[src/adc_port_pkg.sv]
// Contract
// - Read and write strobes count only while chip select is low.
// - Each read strobe returns the next stored result from result memory.
// - Write strobe rising edge latches channel configuration and starts conversion.
// - Write strobe falling edge samples all inputs into their holds at once.
// - Busy output stays low for the whole conversion, high after it ends.
// - Strapped mode pin selects host-programmed or fixed wired configuration.
// - Bus bit 7 is result MSB on reads, all/single selector on writes.
// - Bus bit 6 is a result bit, or the differential selector on writes.
// - Bus bit 5 is a result bit, or the bipolar range selector on writes.
// - Bus bit 4 is a result bit, or the conversion suppress flag on writes.
// - Bus bit 3 is a result bit, or the power-down request on writes.
// - Bus bits 2..0 are result bits, or memory address; top bit eight-channel only.
// - Bus lines are driven only during a selected read, floating otherwise.
// - Read pointer steps per read, returns to 0 when multichannel write falls.
// - Selector 0 converts all configured channels; 1 converts only the addressed one.
// - Differential and bipolar changes apply from the following conversion on.
// - Suppress 1 loads configuration or address only; 0 starts on rising edge.
package adc_port_pkg;

    // Bus and channel geometry.
    localparam int BUS_W = 8;
    localparam int CH_N = 8;
    localparam int CH_W = 3;

    // Conversion time per channel, rounded up to whole clock cycles.
    localparam int CLK_PERIOD_NS = 20;
    localparam int CONV_TIME_NS = 3600;
    localparam int CONV_CYCLES = (CONV_TIME_NS + CLK_PERIOD_NS - 1) / CLK_PERIOD_NS;

    // Meaning of the shared bus bits on a write.
    localparam int BIT_ALL = 7;
    localparam int BIT_PAIR = 6;
    localparam int BIT_SIGNED = 5;
    localparam int BIT_SUPPRESS = 4;
    localparam int BIT_SLEEP = 3;

    // Register byte offsets on the AHB-Lite side.
    localparam logic [7:0] OFF_STATUS = 8'h00;
    localparam logic [7:0] OFF_MASK = 8'h04;
    localparam logic [7:0] OFF_STATE = 8'h08;
    localparam logic [7:0] OFF_WIRED = 8'h0C;
    localparam logic [7:0] OFF_RESULT = 8'h20;

    // Interrupt status bits.
    localparam int IRQ_W = 2;
    localparam int IRQ_DONE = 0;
    localparam int IRQ_OVERRUN = 1;

    // Fields of the state register.
    localparam int ST_BUSY_BIT = 0;
    localparam int ST_MODE_BIT = 1;
    localparam int ST_SLEEP_BIT = 2;
    localparam int ST_PTR_LSB = 4;
    localparam int ST_CFG_LSB = 8;

    // Fields of the wired configuration register.
    localparam int WIRED_PAIR_BIT = 0;
    localparam int WIRED_SIGNED_BIT = 1;

    // Strap capture sequence after reset release.
    localparam logic [1:0] STRAP_TAKE = 2'h2;
    localparam logic [1:0] STRAP_DONE = 2'h3;

    typedef enum logic [0:0] {
        ST_IDLE = 1'b0,
        ST_CONV = 1'b1
    } conv_state_type;

    typedef enum logic [0:0] {
        MODE_HOST = 1'b0,
        MODE_WIRED = 1'b1
    } mode_type;

    typedef struct packed {
        logic cs_n;
        logic rd_n;
        logic wr_n;
        logic [BUS_W-1:0] bus;
    } host_in_type;

    typedef struct packed {
        logic hold;
        logic sleep;
        logic pair;
        logic signed_rng;
        logic [CH_W-1:0] channel;
    } front_type;

    localparam host_in_type HOST_IDLE = '{cs_n: 1'b1, rd_n: 1'b1, wr_n: 1'b1, bus: '0};

endpackage

[src/adc_parallel_host_port.sv]
// Design decisions made here: the register offsets and the AHB-Lite register port.
`timescale 1ns/10ps
module adc_parallel_host_port import adc_port_pkg::*; #(
    parameter int CHANNELS = CH_N,
    parameter int CONV_CNT = CONV_CYCLES
) (
    // Clock and reset.
    input wire logic hclk,
    input wire logic hresetn,
    // AHB-Lite slave.
    input wire logic hsel,
    input wire logic [31:0] haddr,
    input wire logic [1:0] htrans,
    input wire logic hwrite,
    input wire logic [2:0] hsize,
    input wire logic [31:0] hwdata,
    input wire logic hready,
    output logic [31:0] hrdata,
    output logic hreadyout,
    output logic hresp,
    output logic irq,
    // Host pins and strap.
    input wire host_in_type host_pins,
    output logic [BUS_W-1:0] result_bus_out,
    output logic result_bus_oe_n,
    output logic busy_n,
    input wire logic mode_pin,
    // Converter front end.
    input wire logic [BUS_W-1:0] conv_result,
    output front_type front
);

    localparam int CNT_W = $clog2(CONV_CNT + 1);
    localparam logic [CH_W-1:0] ADDR_MASK = CH_W'(CHANNELS - 1);
    localparam logic [CNT_W-1:0] CNT_LAST = CNT_W'(CONV_CNT - 1);

    typedef struct packed {
        host_in_type s1;
        host_in_type s2;
        host_in_type s3;
        logic strap1;
        logic strap2;
        logic [1:0] strap_cnt;
        mode_type mode;
        logic [CHANNELS-1:0] configured;
        logic [CHANNELS-1:0] pend_pair;
        logic [CHANNELS-1:0] pend_signed;
        logic [CHANNELS-1:0] eff_pair;
        logic [CHANNELS-1:0] eff_signed;
        logic [CHANNELS-1:0] scan;
        logic [CHANNELS-1:0][BUS_W-1:0] ram;
        logic sleep;
        logic busy;
        logic drive;
        conv_state_type st;
        logic [CH_W-1:0] ch;
        logic [CH_W-1:0] slot;
        logic [CH_W-1:0] ptr;
        logic [CNT_W-1:0] cnt;
        logic [BUS_W-1:0] rd_data;
        logic [1:0] wired_cfg;
        logic [IRQ_W-1:0] status;
        logic [IRQ_W-1:0] mask;
        logic wr_pend;
        logic [7:0] waddr;
        logic [31:0] rdata;
        front_type fr;
    } core_type;

    core_type q;
    core_type d;
    logic wr_fall;
    logic wr_rise;
    logic rd_fall;
    logic [CH_W-1:0] wr_addr;
    logic [IRQ_W-1:0] ev_set;
    logic [IRQ_W-1:0] ev_clr;

    // Lowest set channel of a scan set; used at start and after each channel.
    function automatic logic [CH_W-1:0] next_ch(input logic [CHANNELS-1:0] set);
        logic [CH_W-1:0] r;
        r = '0;
        for (int i = CHANNELS - 1; i >= 0; i--) begin
            if (set[i]) begin
                r = CH_W'(i);
            end
        end
        return r;
    endfunction

    // Strobe edges seen only after two synchroniser stages; the rise takes chip select
    // from the stage before, since select may lift together with the strobe.
    always_comb begin
        wr_fall = q.s3.wr_n && !q.s2.wr_n && !q.s2.cs_n;
        wr_rise = !q.s3.wr_n && q.s2.wr_n && !q.s3.cs_n;
        rd_fall = q.s3.rd_n && !q.s2.rd_n && !q.s2.cs_n;
        wr_addr = q.s3.bus[CH_W-1:0] & ADDR_MASK;
    end

    // Next state of the whole block.
    always_comb begin
        logic [CHANNELS-1:0] set;
        logic [CHANNELS-1:0] rem;
        logic addr_ok;
        set = '0;
        rem = '0;
        addr_ok = hsel && hready && htrans[1];
        ev_set = '0;
        ev_clr = '0;
        d = q;
        d.s1 = host_pins;
        d.s2 = q.s1;
        d.s3 = q.s2;
        d.strap1 = mode_pin;
        d.strap2 = q.strap1;

        // The strap is taken once, a few cycles after reset release, then held.
        if (q.strap_cnt != STRAP_DONE) begin
            d.strap_cnt = q.strap_cnt + 2'h1;
        end
        if (q.strap_cnt == STRAP_TAKE) begin
            d.mode = mode_type'(q.strap2);
        end

        // Falling write edge freezes every hold at once and rewinds a multichannel read.
        d.fr.hold = wr_fall;
        if (wr_fall && !q.s2.bus[BIT_SUPPRESS] && (!q.s2.bus[BIT_ALL] || q.mode == MODE_WIRED)) begin
            d.ptr = '0;
        end

        // Rising write edge loads configuration and may start a conversion.
        if (wr_rise) begin
            d.sleep = q.s3.bus[BIT_SLEEP];
            if (q.s3.bus[BIT_SUPPRESS]) begin
                d.ptr = wr_addr;
            end
            if (q.mode == MODE_HOST && (q.s3.bus[BIT_SUPPRESS] || q.s3.bus[BIT_ALL])) begin
                d.configured[wr_addr] = 1'b1;
                d.pend_pair[wr_addr] = q.s3.bus[BIT_PAIR];
                d.pend_signed[wr_addr] = q.s3.bus[BIT_SIGNED];
            end
            if (!q.s3.bus[BIT_SUPPRESS]) begin
                if (q.busy) begin
                    ev_set[IRQ_OVERRUN] = 1'b1;
                end else begin
                    if (q.mode == MODE_WIRED) begin
                        set = '1;
                        d.eff_pair = {CHANNELS{q.wired_cfg[WIRED_PAIR_BIT]}};
                        d.eff_signed = {CHANNELS{q.wired_cfg[WIRED_SIGNED_BIT]}};
                    end else begin
                        // Old pending values apply now; this write's take the next turn.
                        d.eff_pair = q.pend_pair;
                        d.eff_signed = q.pend_signed;
                        if (q.s3.bus[BIT_ALL]) begin
                            set = '0;
                            set[wr_addr] = 1'b1;
                            d.ptr = wr_addr;
                        end else begin
                            set = q.configured;
                        end
                    end
                    if (set != '0) begin
                        d.busy = 1'b1;
                        d.st = ST_CONV;
                        d.scan = set;
                        d.ch = next_ch(set);
                        d.cnt = '0;
                        d.slot = (q.mode == MODE_HOST && q.s3.bus[BIT_ALL]) ? wr_addr : '0;
                    end else begin
                        ev_set[IRQ_DONE] = 1'b1;
                    end
                end
            end
        end

        // Channel by channel conversion; results fill memory in scan order.
        if (q.st == ST_CONV) begin
            if (q.cnt == CNT_LAST) begin
                rem = q.scan;
                rem[q.ch] = 1'b0;
                d.ram[q.slot] = conv_result;
                d.scan = rem;
                d.ch = next_ch(rem);
                d.slot = (q.slot + CH_W'(1)) & ADDR_MASK;
                d.cnt = '0;
                if (rem == '0) begin
                    d.st = ST_IDLE;
                    d.busy = 1'b0;
                    ev_set[IRQ_DONE] = 1'b1;
                end
            end else begin
                d.cnt = q.cnt + CNT_W'(1);
            end
        end

        // Host read: the word is latched on the falling strobe, the pointer steps when it ends.
        if (rd_fall) begin
            d.rd_data = q.ram[q.ptr];
            d.drive = 1'b1;
        end else if (q.drive && (q.s2.rd_n || q.s2.cs_n)) begin
            d.drive = 1'b0;
            d.ptr = (q.ptr + CH_W'(1)) & ADDR_MASK;
        end

        // AHB-Lite: address phase captured, read data prepared for the data phase.
        d.wr_pend = addr_ok && hwrite;
        d.waddr = haddr[7:0];
        if (addr_ok && !hwrite) begin
            d.rdata = '0;
            if (haddr[7:0] == OFF_STATUS) begin
                d.rdata[IRQ_W-1:0] = q.status;
            end else if (haddr[7:0] == OFF_MASK) begin
                d.rdata[IRQ_W-1:0] = q.mask;
            end else if (haddr[7:0] == OFF_STATE) begin
                d.rdata[ST_BUSY_BIT] = q.busy;
                d.rdata[ST_MODE_BIT] = q.mode;
                d.rdata[ST_SLEEP_BIT] = q.sleep;
                d.rdata[ST_PTR_LSB +: CH_W] = q.ptr;
                d.rdata[ST_CFG_LSB +: CHANNELS] = q.configured;
            end else if (haddr[7:0] == OFF_WIRED) begin
                d.rdata[1:0] = q.wired_cfg;
            end else if (haddr[7:0] >= OFF_RESULT && haddr[7:0] < OFF_RESULT + 8'(4 * CHANNELS)) begin
                d.rdata[BUS_W-1:0] = q.ram[haddr[CH_W+1:2]];
            end
        end
        if (q.wr_pend) begin
            if (q.waddr == OFF_STATUS) begin
                ev_clr = hwdata[IRQ_W-1:0];
            end else if (q.waddr == OFF_MASK) begin
                d.mask = hwdata[IRQ_W-1:0];
            end else if (q.waddr == OFF_WIRED) begin
                d.wired_cfg = hwdata[1:0];
            end
        end
        // A new event outranks a clear written in the same cycle.
        d.status = (q.status & ~ev_clr) | ev_set;

        d.fr.channel = d.ch;
        d.fr.pair = d.eff_pair[d.ch];
        d.fr.signed_rng = d.eff_signed[d.ch];
        d.fr.sleep = d.sleep;
    end

    // One register bank; strobe stages reset to the idle, deselected level.
    always_ff @(posedge hclk or negedge hresetn) begin
        if (!hresetn) begin
            q <= '0;
            q.s1 <= HOST_IDLE;
            q.s2 <= HOST_IDLE;
            q.s3 <= HOST_IDLE;
        end else begin
            q <= d;
        end
    end

    // Outputs, all from registers or constants apart from the interrupt gate.
    assign hrdata = q.rdata;
    assign hreadyout = 1'b1;
    assign hresp = 1'b0;
    assign irq = |(q.status & q.mask);
    assign result_bus_out = q.rd_data;
    assign result_bus_oe_n = ~q.drive;
    assign busy_n = ~q.busy;
    assign front = q.fr;
endmodule

[config.mk]
export PLATFORM = sky130hd
export DESIGN_NAME = adc_parallel_host_port
export DESIGN_NICKNAME = d
export VERILOG_FILES = /design/src/adc_port_pkg.sv /design/src/adc_parallel_host_port.sv
export SDC_FILE = /design/constraint.sdc
export NUM_CORES = 1
export LEC_CHECK = 0
export BUFFER_PORTS_ARGS = -buffer_cell sky130_fd_sc_hd__buf_2
export CAP_MARGIN = 20
export CORE_MARGIN = 1
export CORE_UTILIZATION = 40
export DETAILED_ROUTE_END_ITERATION = 8
export GPL_TIMING_DRIVEN = 0
export SLEW_MARGIN = 20
export SYNTH_ARGS = -nofsm -noshare
export SYNTH_HDL_FRONTEND = slang
export SYNTH_SLANG_ARGS = --single-unit
[constraint.sdc]
create_clock -name hclk -period 3.6 [get_ports hclk]
set_input_delay 0 -clock hclk [delete_from_list [all_inputs] [get_ports hclk]]
set_output_delay 0 -clock hclk [all_outputs]
set_load 0.01 [all_outputs]
==> flow_metrics.py <==
metrics = {
    "die": {
        "die-area_um2": 25800,
        "rows": 57,
        "io_pins": 146,
        "initial_core_util_pct": 41.0,
        "die_w_um": 161,
        "die_h_um": 161,
        "core_area_um2": 24500,
    },
    "synth": {
        "yosys_most_used_dff": "dfrtp_1",
        "synth_edf_count": 0,
        "synth_seq_area_share_pct": 53.1,
        "synth_top_cell_by_area": "dfrtp_1",
        "syn_area_um2": 10100,
        "synth_cell_type_count": 71,
        "synthCells": 845,
        "synthSimpleGateAreaFrac_pct": 11.1,
        "synth_compound_area_share_pct": 9.68,
        "synth_top_area_share_pct": 50.7,
        "synth-seq-cells": 213,
        "muxShareOfSynthArea_pct": 19.4,
        "yosys.area_share.adder_pct": 0.621,
        "synth_area_per_cell_um2": 11.9,
        "synth_xor_area_share_pct": 0.174,
        "synth_warnings": 0,
        "synthTopCellsByArea": "dfrtp_1 51%, mux2_2 9.7%, mux4_2 7.6%",
        "synth_top_family_by_area": "multiplexers",
        "ys_async_sr_fraction_pct": 100,
    },
    "clocking": {
        "cts_tree": "done",
        "clk_latency_ns": 0.52,
        "htree_levels": 1,
        "clk_pin_slew_worst_paths_ns": 0.06,
        "cts_buffers": 25,
        "clk_path_buf_depth": 3,
        "root_buffer": "clkbuf_16",
        "clock-sinks": 213,
    },
    "sta": {
        "rsz0062_at_grt": "no",
        "finalClockSkew_ns": 0.0285,
        "setup_violations": 0,
        "setup_ws_ns": 0.216,
        "tightest_slew_ns": 1.05,
        "fin_crit_ns": 3.38,
        "fmax_mhz": 296,
        "slew_headroom_pct": 29.5,
        "drv_slew": 0,
        "hold_viol_final": 0,
        "period_share_pct": 94.0,
    },
    "setup_path": {
        "critPathRequiredTime_ns": 3.98,
        "crit_type": "flip-flop to flip-flop",
        "crit_arrival_ns": 3.76,
        "crit_path_start_kind": "flip-flop",
        "critPathMaxFanout": 10,
        "critPathCaptureType": "flip-flop",
    },
    "detailed_routing": {
        "postRouteAntennaNets": 0,
        "routedWlPerCell_um": 17.4,
        "post-route-drc-count": 0,
        "wl_um": 23300,
        "drtPass1Iterations": 5,
        "via_per_inst": 5.14,
        "drt_iter0_markers": 386,
        "num_vias": 6884,
    },
    "placement": {
        "placed_cell_area_um2": 11000,
        "routabilityCongestion": 0.867,
        "dp_slack_ns": 0.127,
        "portBuffers": 69,
        "dp_hpwl_um": 16100,
    },
    "finish": {
        "fillerInstances": 2234,
        "syn2layout_area_growth_pct": 20.9,
        "design_area_um2": 12200,
        "layout_commonest_cell": "dfrtp_1",
        "nets": 1094,
        "drive_gt1_share_pct": 31.4,
        "layout_common_cells": "204 x dfrtp_1, 87 x mux2_2, 76 x nand2_1",
        "antenna_cells": 0,
    },
    "global_routing": {
        "grt_max_degree": 98,
        "antenna_found_initial": 0,
        "grt_pass1_wl_um": 37900,
        "grt_use_total_pct": 18.7,
        "grt_pass1_vias": 6996,
        "grt-ovfl-total": 0,
    },
    "power_and_ir_drop": {
        "ir_drop_mv": 0.301,
        "p_leak_uw": 0.00549,
        "p_total_uw": 6620,
        "power_density_nw_per_um2": 544,
    },
    "outcome": {
        "status": "complete, no violations",
    },
    "flow_run": {
        "cap_violations": 0,
    },
    "hold_path": {
        "hold_class": "primary input to flip-flop",
    },
}
==> cells in the mapped netlist, types with 2 or more instances <==
master / n
a211oi_1: 8
nor4b_2: 3
nor2b_1: 16
nor4_1: 3
mux2i_1: 20
mux4_2: 34
buf_4: 49
ha_1: 5
a21oi_1: 31
nand2_1: 76
nor2_1: 65
a2111oi_0: 2
dfrtp_1: 204
a2111o_1: 3
a22o_1: 2
a31oi_1: 22
o31ai_1: 4
o21ai_0: 49
inv_1: 14
nand2b_1: 9
nor3b_2: 2
buf_1: 3
or2_2: 4
and3_1: 2
conb_1: 2
mux2_2: 87
and2_1: 4
buf_6: 2
nor3_1: 10
nor3b_1: 5
a22oi_1: 3
o32a_1: 3
dfstp_2: 9
nand4_1: 4
a32oi_1: 2
nand3_1: 12
o22ai_1: 5
buf_2: 5
clkbuf_1: 29
a311oi_1: 2
==> kinds of logic after synthesis <==
family | count (synthesis)
xor+xnor | 2
other cells | 2
buf+inv | 103
flops | 213
fa+ha+maj | 5
mux | 142
simple gates | 227
compound gates | 151
==> registers in the layout (all words and copies together) (netlist names) <==
register,flops
q,159
d,23
hrdata,16
result_bus_out,8
front,7
==> stage by stage <==
step / hold slack (ns) / utilization, % / instances / setup TNS, ns
finish: 0.0161 / 49.6 / 1338 / 0
global route: 0.0762 / 49.6 / 1338 / 0
CTS: 0.00794 / 49.6 / 1338 / 0
detailed placement: -0.0994 / 44.7 / 1257 / 0
global placement: 0.105 / 44.3 / 1254 / -238.35
floorplan: -0.296 / - / 861 / 0
==> final timing paths <==
kind	start	end	slack (ns)	cells past startpoint
min in group asynchronous	hresetn	q[92]	0.09	3
hold / removal	htrans[1]	hrdata[0]	0.02	4
setup reg to reg	d[208]	front[4]	0.22	11
max in group asynchronous	hresetn	q[88]	3.00	3
hold reg to reg	d[201]	q[201]	0.35	0
setup / recovery	d[208]	front[4]	0.22	11
==> worst max-delay path: stages (launching register included) <==
cell     delay [ns]
dfstp_2        0.53
or3b_1         0.33
buf_2          0.17
or3_4          0.37
a41o_1         0.23
buf_6          0.15
nor2_4         0.23
o21a_1         0.21
or2_1          0.11
buf_2          0.15
mux4_2         0.49
mux2_2         0.27
==> final cells by class <==
| type | instances | area [um2] | share of cell area (%) |
|---|---|---|---|
| clock inverters | 9 | 105 | 0.863 |
| clock buffers | 37 | 731 | 6.00 |
| repair buffers | 107 | 778 | 6.39 |
| inverters | 15 | 56.3 | 0.462 |
| flip-flops and latches | 213 | 5340 | 43.9 |
| well taps | 324 | 405 | 3.33 |
| plain buffers | 88 | 536 | 4.40 |
| multi-input cells | 545 | 4220 | 34.7 |
==> layer usage <==
layer  up-vias  part of all wire [%]  global-route usage, %
met2       130                    49                   31.4
li1       3294                     -                      -
met3        30                   4.1                   2.79
met5         -                     0                      0
met4         0                   1.7                   4.85
met1      3430                    45                   25.3
==> power by group <==
part	total (uW)	leakage, uW	internal [uW]	switching (uW)
clock	2520	0.000417	1550	968
sequential	2830	0.00270	2650	173
combinational	1280	0.00237	585	694
total	6620	0.00549	4790	1830
==> timing repair <==
item                       CTS  global route
setup endpoints to repair    0             5
hold buffers                35             0
hold endpoints to repair   316             0
gates resized for setup      0             1
buffers inserted             0             0
No activity file was read; power rests on OpenSTA's default activity.
